===== config.mk =====
export PLATFORM = sky130hd
export DESIGN_NAME = daq_acquisition_control_regs
export DESIGN_NICKNAME = d
export VERILOG_FILES = /design/src/daq_regs_pkg.sv /design/src/daq_acquisition_control_regs.sv
export SDC_FILE = /design/constraint.sdc
export NUM_CORES = 1
export LEC_CHECK = 0
export BUFFER_PORTS_ARGS = -buffer_cell sky130_fd_sc_hd__buf_2
export CORE_ASPECT_RATIO = 1.75
export CORE_MARGIN = 2
export CORE_UTILIZATION = 45
export CTS_CLUSTER_DIAMETER = 60
export CTS_CLUSTER_SIZE = 30
export DETAILED_ROUTE_END_ITERATION = 10
export PLACE_DENSITY = 0.72
export SETUP_SLACK_MARGIN = 0.02
export SLEW_MARGIN = 20
export SYNTH_ARGS = -nofsm -noshare
export SYNTH_HDL_FRONTEND = slang
export SYNTH_SLANG_ARGS = --single-unit

===== constraint.sdc =====
create_clock -name sys_clk -period 2.95 [get_ports sys_clk]
set_clock_uncertainty 0.15 [all_clocks]
set_input_delay 0.59 -clock sys_clk [delete_from_list [all_inputs] [get_ports sys_clk]]
set_output_delay 0.59 -clock sys_clk [all_outputs]
set_load 0.02 [all_outputs]

===== src/daq_regs_pkg.sv =====
// Purpose: Shared offsets, field positions, reset values and carriers
// Assumes: Registers are 32-bit words at byte offsets from the card base
// Notes: Narrow registers sit in the low bits; upper bits read as zero

package daq_regs_pkg;

	// ----------------------------------------
	// Register byte offsets
	// ----------------------------------------
	localparam logic [7:0] OFF_TIMER0 = 8'h00;
	localparam logic [7:0] OFF_TIMER1 = 8'h04;
	localparam logic [7:0] OFF_TIMER2 = 8'h08;
	localparam logic [7:0] OFF_TIMER_CTRL = 8'h0c;
	localparam logic [7:0] OFF_CONV_DATA = 8'h10;
	localparam logic [7:0] OFF_STATUS = 8'h18;
	localparam logic [7:0] OFF_DIGITAL = 8'h1c;
	localparam logic [7:0] OFF_KICK = 8'h20;
	localparam logic [7:0] OFF_CHAN_GAIN = 8'h24;
	localparam logic [7:0] OFF_BURST_LEN = 8'h28;
	localparam logic [7:0] OFF_SCAN_CTRL = 8'h2c;
	localparam logic [7:0] OFF_FUNCTION = 8'h30;
	localparam logic [7:0] OFF_FIFO_FLUSH = 8'h34;
	localparam logic [7:0] OFF_IRQ = 8'h38;

	// ----------------------------------------
	// Field positions
	// ----------------------------------------
	localparam int BIT_READY = 0;
	localparam int BIT_OVERRUN = 1;
	localparam int BIT_OVERSPEED = 2;
	localparam int BIT_BURST_OVR = 3;
	localparam int BIT_DIGITAL_TRIGGER_IRQ_ENABLE_SEEN = 4;
	localparam int BIT_ABOUT_DONE = 5;
	localparam int BIT_NOT_EMPTY = 6;
	localparam int BIT_NOT_HALF = 7;
	localparam int BIT_NOT_FULL = 8;
	localparam int BIT_QUEUE_ALLOW = 0;
	localparam int BIT_QUEUE_CLEAR = 1;
	localparam int DIO_IN_LSB = 0;
	localparam int DIO_OUT_LSB = 4;
	localparam int CG_INT_LSB = 0;
	localparam int CG_EXT_LSB = 4;
	localparam int CG_GAIN_LSB = 8;
	localparam int IRQ_DIGITAL_TRIGGER_IRQ_ENABLE = 0;
	localparam int IRQ_HALF = 1;
	localparam int IRQ_ABOUT = 2;
	localparam int IRQ_TIMER = 3;

	// ----------------------------------------
	// Widths and reset values
	// ----------------------------------------
	localparam int DIO_W = 4;
	localparam int IRQ_W = 4;
	localparam int FIFO_DEPTH_DEF = 1024;
	localparam logic [3:0] DOUT_RST = 4'h0;
	localparam logic [7:0] BURST_RST = 8'h00;
	localparam logic [1:0] SCAN_RST = 2'h0;
	localparam logic [3:0] IRQ_EN_RST = 4'h0;
	localparam logic [31:0] WORD_ZERO = 32'h0000_0000;

	// Gain codes
	typedef enum logic [1:0] {
		GAIN_X1 = 2'h0,
		GAIN_X10 = 2'h1,
		GAIN_X100 = 2'h2,
		GAIN_X1000 = 2'h3
	} gain_code_type;

	// Function register layout, bit 7 first
	typedef struct packed {
		logic digital_trigger_polarity;
		logic external_trigger_polarity;
		logic burst_simul_hold;
		logic burst_select;
		logic burst_run;
		logic post_trigger_mode;
		logic about_trigger_mode;
		logic trigger_start;
	} function_type;

	// One channel/gain queue entry, bit 9 first
	typedef struct packed {
		gain_code_type gain;
		logic [3:0] external_mux_select;
		logic [3:0] internal_mux_select;
	} chan_gain_type;

	// Converter events, each a one-cycle pulse
	typedef struct packed {
		logic conversion_done;
		logic conversion_overrun;
		logic conversion_overspeed;
		logic burst_overrun;
		logic about_complete;
		logic timer_tick;
	} conv_events_type;

	// Decoded mode levels towards the converter
	typedef struct packed {
		logic burst_active;
		logic burst_setup;
		logic post_active;
		logic post_setup;
		logic about_active;
		logic about_setup;
		logic trigger_stopped;
	} mode_levels_type;

	// Interval-timer access forwarded to the timer block
	typedef struct packed {
		logic wr;
		logic rd;
		logic [1:0] sel;
		logic [7:0] wdata;
	} timer_access_type;

endpackage


===== src/daq_acquisition_control_regs.sv =====
// Purpose: Host register set for a multichannel acquisition card
// Assumes: Host accesses are single-cycle strobes on the card clock
// Notes: The FIFO store and converter live outside; flags come from
//        an occupancy count kept here

`timescale 1ns/1ps

module daq_acquisition_control_regs #(
	parameter int FIFO_DEPTH = daq_regs_pkg::FIFO_DEPTH_DEF
) (
	input wire logic sys_clk,
	input wire logic rst_n,
	input wire logic [7:0] host_addr,
	input wire logic [3:0] host_be,
	input wire logic host_wr,
	input wire logic host_rd,
	input wire logic [31:0] host_wdata,
	output logic [31:0] host_rdata,
	output logic host_rvalid,
	input wire daq_regs_pkg::conv_events_type conv_events,
	input wire logic [7:0] timer_rdata,
	output daq_regs_pkg::timer_access_type timer_access,
	input wire logic [3:0] input_pin_bits,
	input wire logic digital_trigger_pin,
	input wire logic external_trigger_pin,
	output logic [3:0] output_pin_bits,
	output logic conversion_trigger,
	output daq_regs_pkg::function_type function_bits,
	output daq_regs_pkg::mode_levels_type mode_levels,
	output logic [7:0] burst_count,
	output daq_regs_pkg::chan_gain_type queue_entry,
	output logic queue_push,
	output logic queue_clear,
	output logic fifo_reset,
	output logic [3:0] irq_pending
);
	import daq_regs_pkg::*;

	localparam int CNT_W = $clog2(FIFO_DEPTH + 1);
	localparam logic [CNT_W-1:0] CNT_FULL = CNT_W'(FIFO_DEPTH);
	localparam logic [CNT_W-1:0] CNT_HALF = CNT_W'(FIFO_DEPTH / 2);
	localparam logic [CNT_W-1:0] CNT_ZERO = '0;
	localparam logic [CNT_W-1:0] CNT_ONE = CNT_W'(1);

	// ----------------------------------------
	// Module state
	// ----------------------------------------
	typedef struct packed {
		logic [3:0] din_s1;
		logic [3:0] din_s2;
		logic digital_trigger_irq_enable_s1;
		logic digital_trigger_irq_enable_s2;
		logic digital_trigger_irq_enable_prev;
		logic etrg_s1;
		logic etrg_s2;
		logic etrg_prev;
		logic [3:0] dout;
		function_type func;
		logic [7:0] burst;
		logic [1:0] scan;
		logic [3:0] irq_en;
		logic [3:0] pend;
		logic [CNT_W-1:0] count;
		logic ready;
		logic overrun;
		logic overspeed;
		logic burst_ovr;
		logic digital_trigger_irq_enable_seen;
		logic about_done;
		chan_gain_type entry;
		logic push;
		logic clear;
		logic flush;
		logic kick;
		timer_access_type timer;
		logic timer_rd_wait;
		logic [31:0] rdata;
		logic rvalid;
	} state_type;

	state_type s_q;
	state_type s_d;

	// Decoded strobes and helpers
	logic wr_lo;
	logic data_low_read;
	logic irq_read;
	logic digital_trigger_irq_enable_edge;
	logic etrg_edge;
	logic fifo_in;
	logic fifo_out;
	logic half_rise;
	logic [31:0] status_word;
	logic [3:0] cause;

	// ----------------------------------------
	// Strobe decode
	// ----------------------------------------
	// Stored fields other than the queue entry live in byte lane 0, so a write must enable it
	assign wr_lo = host_wr && host_be[0];
	assign data_low_read = host_rd && host_be[0]
		&& host_addr == OFF_CONV_DATA;
	assign irq_read = host_rd && host_addr == OFF_IRQ;

	// Edge detect on the synchronised trigger pins, polarity selectable
	assign digital_trigger_irq_enable_edge = s_q.func.digital_trigger_polarity ?
		(s_q.digital_trigger_irq_enable_s2 && !s_q.digital_trigger_irq_enable_prev) :
		(!s_q.digital_trigger_irq_enable_s2 && s_q.digital_trigger_irq_enable_prev);
	assign etrg_edge = s_q.func.external_trigger_polarity ?
		(s_q.etrg_s2 && !s_q.etrg_prev) :
		(!s_q.etrg_s2 && s_q.etrg_prev);

	// FIFO occupancy moves; a push into a full FIFO is lost upstream
	assign fifo_in = conv_events.conversion_done && s_q.count != CNT_FULL;
	assign fifo_out = data_low_read && s_q.count != CNT_ZERO;

	// Status word, flags for the FIFO are active low
	always_comb begin
		status_word = WORD_ZERO;
		status_word[BIT_NOT_FULL] = s_q.count != CNT_FULL;
		status_word[BIT_NOT_HALF] = s_q.count < CNT_HALF;
		status_word[BIT_NOT_EMPTY] = s_q.count != CNT_ZERO;
		status_word[BIT_ABOUT_DONE] = s_q.about_done;
		status_word[BIT_DIGITAL_TRIGGER_IRQ_ENABLE_SEEN] = s_q.digital_trigger_irq_enable_seen;
		status_word[BIT_BURST_OVR] = s_q.burst_ovr;
		status_word[BIT_OVERSPEED] = s_q.overspeed;
		status_word[BIT_OVERRUN] = s_q.overrun;
		status_word[BIT_READY] = s_q.ready;
	end

	// ----------------------------------------
	// Next-state logic
	// ----------------------------------------
	always_comb begin
		s_d = s_q;
		half_rise = 1'b0;
		cause = '0;
		// One-cycle strobes fall back every cycle
		s_d.push = 1'b0;
		s_d.clear = 1'b0;
		s_d.flush = 1'b0;
		s_d.kick = 1'b0;
		s_d.timer.wr = 1'b0;
		s_d.timer.rd = 1'b0;
		s_d.rvalid = 1'b0;
		s_d.timer_rd_wait = 1'b0;

		// Two-stage synchronisers for pins
		s_d.din_s1 = input_pin_bits;
		s_d.din_s2 = s_q.din_s1;
		s_d.digital_trigger_irq_enable_s1 = digital_trigger_pin;
		s_d.digital_trigger_irq_enable_s2 = s_q.digital_trigger_irq_enable_s1;
		s_d.digital_trigger_irq_enable_prev = s_q.digital_trigger_irq_enable_s2;
		s_d.etrg_s1 = external_trigger_pin;
		s_d.etrg_s2 = s_q.etrg_s1;
		s_d.etrg_prev = s_q.etrg_s2;

		// Register writes
		if (host_wr) begin
			case (host_addr)
				OFF_TIMER0, OFF_TIMER1, OFF_TIMER2, OFF_TIMER_CTRL: begin
					if (host_be[0]) begin
						s_d.timer.wr = 1'b1;
						s_d.timer.sel = host_addr[3:2];
						s_d.timer.wdata = host_wdata[7:0];
					end
				end
				OFF_DIGITAL: begin
					if (wr_lo) begin
						s_d.dout = host_wdata[DIO_W-1:0];
					end
				end
				OFF_KICK: begin
					s_d.kick = 1'b1;
				end
				OFF_CHAN_GAIN: begin
					// Lane 1 carries the gain; the entry is taken whatever the byte enables
					if (s_q.scan[BIT_QUEUE_ALLOW]
						&& !s_q.scan[BIT_QUEUE_CLEAR]) begin
						s_d.entry.external_mux_select =
							host_wdata[CG_EXT_LSB +: 4];
						s_d.entry.internal_mux_select =
							host_wdata[CG_INT_LSB +: 4];
						s_d.entry.gain =
							gain_code_type'(host_wdata[CG_GAIN_LSB +: 2]);
						s_d.push = 1'b1;
					end
				end
				OFF_BURST_LEN: begin
					if (wr_lo) begin
						s_d.burst = host_wdata[7:0];
					end
				end
				OFF_SCAN_CTRL: begin
					if (wr_lo) begin
						s_d.scan = host_wdata[1:0];
						s_d.clear = host_wdata[BIT_QUEUE_CLEAR];
					end
				end
				OFF_FUNCTION: begin
					if (wr_lo) begin
						s_d.func = function_type'(host_wdata[7:0]);
						s_d.about_done = 1'b0;
					end
				end
				OFF_FIFO_FLUSH: begin
					s_d.flush = 1'b1;
				end
				OFF_IRQ: begin
					if (wr_lo) begin
						s_d.irq_en = host_wdata[IRQ_W-1:0];
					end
				end
				default: begin
				end
			endcase
		end

		// FIFO count; flush wins, then arrivals count again
		if (s_q.flush) begin
			s_d.count = CNT_ZERO;
		end else if (fifo_in && !fifo_out) begin
			s_d.count = s_q.count + CNT_ONE;
		end else if (fifo_out && !fifo_in) begin
			s_d.count = s_q.count - CNT_ONE;
		end
		half_rise = s_d.count >= CNT_HALF && s_q.count < CNT_HALF;

		// Ready flag: a new result wins over the clearing read
		if (data_low_read) begin
			s_d.ready = 1'b0;
		end
		if (conv_events.conversion_done) begin
			s_d.ready = 1'b1;
		end

		// Error flags clear on flush; an event in that cycle wins
		if (s_q.flush) begin
			s_d.overrun = 1'b0;
			s_d.overspeed = 1'b0;
			s_d.burst_ovr = 1'b0;
			s_d.digital_trigger_irq_enable_seen = 1'b0;
		end
		if (conv_events.conversion_overrun) begin
			s_d.overrun = 1'b1;
		end
		if (conv_events.conversion_overspeed) begin
			s_d.overspeed = 1'b1;
		end
		if (conv_events.burst_overrun) begin
			s_d.burst_ovr = 1'b1;
		end
		if (digital_trigger_irq_enable_edge) begin
			s_d.digital_trigger_irq_enable_seen = 1'b1;
		end
		if (conv_events.about_complete) begin
			s_d.about_done = 1'b1;
		end

		// Pending causes clear on read; new enabled causes win
		cause[IRQ_TIMER] = conv_events.timer_tick;
		cause[IRQ_ABOUT] = conv_events.about_complete;
		cause[IRQ_HALF] = half_rise;
		cause[IRQ_DIGITAL_TRIGGER_IRQ_ENABLE] = digital_trigger_irq_enable_edge;
		if (irq_read) begin
			s_d.pend = '0;
		end
		s_d.pend = s_d.pend | (cause & s_q.irq_en);

		// Read path; timer reads wait one cycle for the timer reply
		if (host_rd) begin
			s_d.rvalid = 1'b1;
			case (host_addr)
				OFF_TIMER0, OFF_TIMER1, OFF_TIMER2: begin
					s_d.rvalid = 1'b0;
					s_d.timer.rd = 1'b1;
					s_d.timer.sel = host_addr[3:2];
					s_d.timer_rd_wait = 1'b1;
				end
				OFF_STATUS: begin
					s_d.rdata = status_word;
				end
				OFF_DIGITAL: begin
					s_d.rdata = WORD_ZERO;
					s_d.rdata[DIO_OUT_LSB +: DIO_W] = s_q.dout;
					s_d.rdata[DIO_IN_LSB +: DIO_W] = s_q.din_s2;
				end
				OFF_IRQ: begin
					s_d.rdata = {28'h000_0000, s_q.pend};
				end
				default: begin
					s_d.rdata = WORD_ZERO;
				end
			endcase
		end
		if (s_q.timer_rd_wait) begin
			s_d.rdata = {24'h00_0000, timer_rdata};
			s_d.rvalid = 1'b1;
		end
	end

	// ----------------------------------------
	// State register
	// ----------------------------------------
	always_ff @(posedge sys_clk or negedge rst_n) begin
		if (!rst_n) begin
			s_q <= '0;
			s_q.dout <= DOUT_RST;
			s_q.burst <= BURST_RST;
			s_q.scan <= SCAN_RST;
			s_q.irq_en <= IRQ_EN_RST;
		end else begin
			s_q <= s_d;
		end
	end

	// ----------------------------------------
	// Outputs
	// ----------------------------------------
	// Software kick and the external edge share one trigger line
	assign conversion_trigger = s_q.kick || etrg_edge;
	assign host_rdata = s_q.rdata;
	assign host_rvalid = s_q.rvalid;
	assign timer_access = s_q.timer;
	assign output_pin_bits = s_q.dout;
	assign function_bits = s_q.func;
	assign burst_count = s_q.burst;
	assign queue_entry = s_q.entry;
	assign queue_push = s_q.push;
	assign queue_clear = s_q.clear;
	assign fifo_reset = s_q.flush;
	assign irq_pending = s_q.pend;

	// Decoded mode levels
	assign mode_levels.burst_active =
		s_q.func.burst_select && s_q.func.burst_run;
	assign mode_levels.burst_setup =
		s_q.func.burst_select && !s_q.func.burst_run;
	assign mode_levels.post_active = s_q.func.post_trigger_mode
		&& !s_q.func.about_trigger_mode && s_q.func.trigger_start;
	assign mode_levels.post_setup = s_q.func.post_trigger_mode
		&& !s_q.func.about_trigger_mode && !s_q.func.trigger_start;
	assign mode_levels.about_active = s_q.func.about_trigger_mode
		&& !s_q.func.post_trigger_mode && s_q.func.trigger_start;
	assign mode_levels.about_setup = s_q.func.about_trigger_mode
		&& !s_q.func.post_trigger_mode && !s_q.func.trigger_start;
	assign mode_levels.trigger_stopped = !s_q.func.post_trigger_mode
		&& !s_q.func.about_trigger_mode;

endmodule // daq_acquisition_control_regs


==> results.rst <==
.. list-table::
   :header-rows: 1

   * - Metric
     - Value
   * - Post-synthesis instance total
     - 439
   * - First DRT Iteration DRCs
     - 240
   * - Net count reported at finish
     - 579
   * - Most common cell after layout, fill and taps aside
     - buf_2
   * - Fill cells
     - 976
   * - Power share of the combinational group
     - 17.4%
   * - Fraction of synthesis flops using an asynchronous set or reset pin
     - 100%
   * - Worst hold-check slack
     - 0.118 ns
   * - Initial Utilization
     - 45.9%
   * - WP data required
     - 3.03 ns
   * - Synth-to-layout area growth
     - 13.4%
   * - Crit-path max FO
     - 6
   * - TritonCTS clock tree
     - built
   * - Avg Inst Size Synth
     - 11.1 um^2
   * - Shortest clock period the worst path allows after layout
     - 2.87 ns
   * - Bufs on Longest Clock Path
     - 2
   * - Power share of the clock group
     - 36.0%
   * - Vias in the first global route
     - 3519
   * - Detailed-route via count
     - 3459
   * - Clock latency on the worst-skew pair
     - 0.34 ns
   * - ANT cells
     - 0
   * - Count of buffers from port buffering
     - 109
   * - Die Span Y
     - 142 um
   * - Total of max-cap violations
     - 0
   * - Result of the run
     - complete, no violations
   * - Initial antenna violation count
     - 0
   * - EDFF count, synth
     - 0
   * - Maximum number of pins on one net before global-route repair
     - 54
   * - Switching Share
     - 30.6%
   * - Total number of clock tree sinks
     - 97
   * - Number of detailed-routing iterations run before antenna repair
     - 5
   * - TritonCTS buffer count
     - 9
   * - Final total negative setup slack
     - 0 ns
   * - Final instance count without filler cells
     - 644
   * - Element type at the critical path end
     - register
   * - Most frequently used flop master after synthesis
     - dfrtp_1
   * - Most used cells in the layout excluding fill and tap cells
     - buf_2, dfrtp_1, mux2_2
   * - Crit path kind
     - register to register
   * - Number of cells on the worst reg-to-reg path
     - 7
   * - Maximum clock frequency
     - 0.349 GHz
   * - Clock tree root driver cell
     - clkbuf_16
   * - Total power
     - 3.29 mW
   * - Internal power component
     - 2.28 mW
   * - Flip-flop and latch count after synthesis
     - 97
   * - Largest vdd supply drop
     - 0.365 mV
   * - Final antenna-violating net count
     - 0
   * - Delay of the slowest critical-path stage
     - 0.53 ns
   * - Startpoint kind of the worst setup timing path
     - register
   * - Synth warnings
     - 0
   * - Launch point of the worst reg-to-reg path
     - s_q[66]
   * - Placement Cell Area
     - 0.00521 mm^2
   * - Total DRC errors in the routed layout
     - 0
   * - First-pass GRT wire length
     - 18100 um
   * - Critical-path top delay cell
     - or4b_1
   * - Final worst path period share
     - 97.2%
   * - Floorplan core area
     - 0.0106 mm^2
   * - Share of post-route cells with drive strength above 1
     - 40.1%
   * - Routed met2 length
     - 6120 um
   * - H-tree levels
     - 3
   * - PD cells
     - 595 mW/mm^2
   * - Seq pwr share
     - 46.6%
   * - Post-synth cell types
     - 55
   * - Routed metal-1 wirelength
     - 4190 um
   * - Worst hold-check path type
     - primary input to asynchronous set/reset pin
   * - Tot GR Track Use
     - 20.8%
   * - Beginning of the critical path
     - s_q[66]
   * - Clock transition at the registers of the reported paths
     - 0.08 ns
   * - Relative slew slack
     - 52.1%
   * - FP Rows
     - 50
   * - Overall die area
     - 0.0117 mm^2
   * - Synth Cell Area
     - 0.00488 mm^2
   * - Pleak
     - 2.81 nW
   * - Data arrival time of the worst path
     - 2.95 ns
   * - Switching power
     - 1.01 mW
   * - Count of final setup violators
     - 0
   * - Max-slew violations
     - 0
   * - Width of the die
     - 82.7 um
   * - Final worst-path setup slack
     - 0.0821 ns
   * - Register area share after synthesis
     - 49.7%
   * - Pre-CTS setup slack
     - 0.159 ns
   * - Placed Cells incl. Taps
     - 628
   * - Total length of routed met3 wires
     - 577 um
   * - Number of top-level pins
     - 158
   * - Cells along the critical path
     - inv_1, ha_1, or4b_1, or3_4, a21oi_1, a32oi_1, mux2_2
   * - Setup repair after global routing missed its margin
     - false
   * - Routed wire length
     - 11200 um
   * - Overflow left after global routing
     - 0
   * - Detailed-route wire length per cell
     - 17.5 um
   * - Detailed-placement wirelength estimate
     - 8380 um
   * - Top Layer Used
     - met4
   * - Post-CTS setup-driven buffer insertion count
     - 0
   * - Endpoints failing hold
     - 0
   * - Transition time at the pin with the least slew margin
     - 0.718 ns
   * - Final instance area
     - 0.00554 mm^2
   * - Via/cell ratio
     - 5.37
   * - Global placer's final weighted congestion
     - 0.895
   * - Utilization after layout
     - 52.0%
==> per-layer routing <==
| metal | vias to the layer above | global-route usage (%) |
|---|---|---|
| met1 | 1711 | 23.1 |
| li1 | 1599 | - |
| met3 | 22 | 4.20 |
| met5 | - | 0 |
| met4 | 0 | 9.49 |
| met2 | 127 | 37.0 |
==> cell families (layout without fill, tap and decap cells) <==
family | count (synthesis) | count (layout) | share of synthesized area [%]
simple gates | 121 | 121 | 14.7
buf+inv | 102 | 155 | 13.9
flops | 97 | 97 | 49.7
compound gates | 64 | 64 | 9.25
mux | 50 | 50 | 11.5
fa+ha+maj | 2 | 2 | 0.512
xor+xnor | 2 | 2 | 0.359
other cells | 1 | 23 | 0.0768
==> synth_stat cells (2+ instances only) <==
library cell / count / area, um^2
dfrtp_1: 97 / 2430
buf_4: 78 / 586
mux2_2: 46 / 518
nor2_1: 20 / 75.1
nand2_1: 18 / 67.6
nor2b_1: 17 / 106
a21oi_1: 13 / 65.1
clkbuf_1: 13 / 48.8
a22oi_1: 9 / 67.6
nor3_1: 9 / 45.0
nand3_1: 8 / 40.0
o21ai_0: 8 / 40.0
a21o_1: 7 / 52.6
inv_1: 7 / 26.3
o22ai_1: 7 / 43.8
nor4_1: 6 / 37.5
and3_1: 5 / 31.3
nand4_1: 5 / 31.3
a222oi_1: 4 / 40.0
nor3b_1: 4 / 30.0
nor4b_1: 4 / 35.0
or4_1: 4 / 30.0
a22o_1: 3 / 26.3
and3b_1: 3 / 26.3
nand2b_1: 3 / 18.8
or3_1: 3 / 18.8
a32oi_1: 2 / 17.5
and2_1: 2 / 12.5
buf_2: 2 / 10.0
ha_1: 2 / 25.0
mux2_1: 2 / 22.5
mux2i_1: 2 / 20.0
o31ai_1: 2 / 15.0
or4b_1: 2 / 20.0
or4b_2: 2 / 20.0
==> flip-flops by register name, summed over array words and instances (netlist names) <==
name	flops
s_q	30
fifo_reset	1
host_rdata	9
queue_clear	1
output_pin_bits	4
burst_count	8
host_rvalid	1
timer_access	12
irq_pending	4
queue_push	1
s_d	8
function_bits	8
queue_entry	10
==> power by group through the flow <==
stage	sequential [mW]	clock, mW	combinational (mW)
3_5_place_dp	1.56	0	0.569
4_1_cts	1.53	1.22	0.575
2_1_floorplan	1.51	0	0.462
3_3_place_gp	1.55	0	0.556
5_1_grt	1.55	1.28	0.634
6_report	1.53	1.19	0.574
==> final timing paths <==
check	endpoint	slack, ns
max	s_q[75]	0.08
min	timer_access[7]	0.12
max reg2reg	s_q[75]	0.08
min reg2reg	s_q[115]	0.20
max in group asynchronous	timer_access[9]	1.87
min in group sys_clk	s_d[113]	0.19
==> worst max-delay path, delay by kind of cell (launching register included) <==
family                   cells  cell delay (ns)
AND/OR/NAND/NOR              2             0.96
AO/OA/AOI/OAI                2             0.58
flip-flops                   1             0.43
multiplexers                 1             0.33
adder cells (fa/ha/maj)      1             0.19
buffers and inverters        1             0.10
==> timing repair <==
| action | 4_1_cts | 5_1_grt |
|---|---|---|
| gates resized for setup | 0 | 2 |
| hold buffers | 0 | 0 |
| endpoints found under the setup margin | 0 | 2 |
==> area by class of cell <==
| type | instances | area, um^2 | area share (%) |
|---|---|---|---|
| clock buffers | 9 | 225 | 4.07 |
| repair buffers | 132 | 733 | 13.2 |
| well taps | 130 | 163 | 2.94 |
| flip-flops and latches | 97 | 2430 | 43.9 |
| inverters | 7 | 26.3 | 0.475 |
| multi-input cells | 262 | 1880 | 33.9 |
| clock inverters | 7 | 82.6 | 1.49 |
Power figures use the tool's default switching activity.
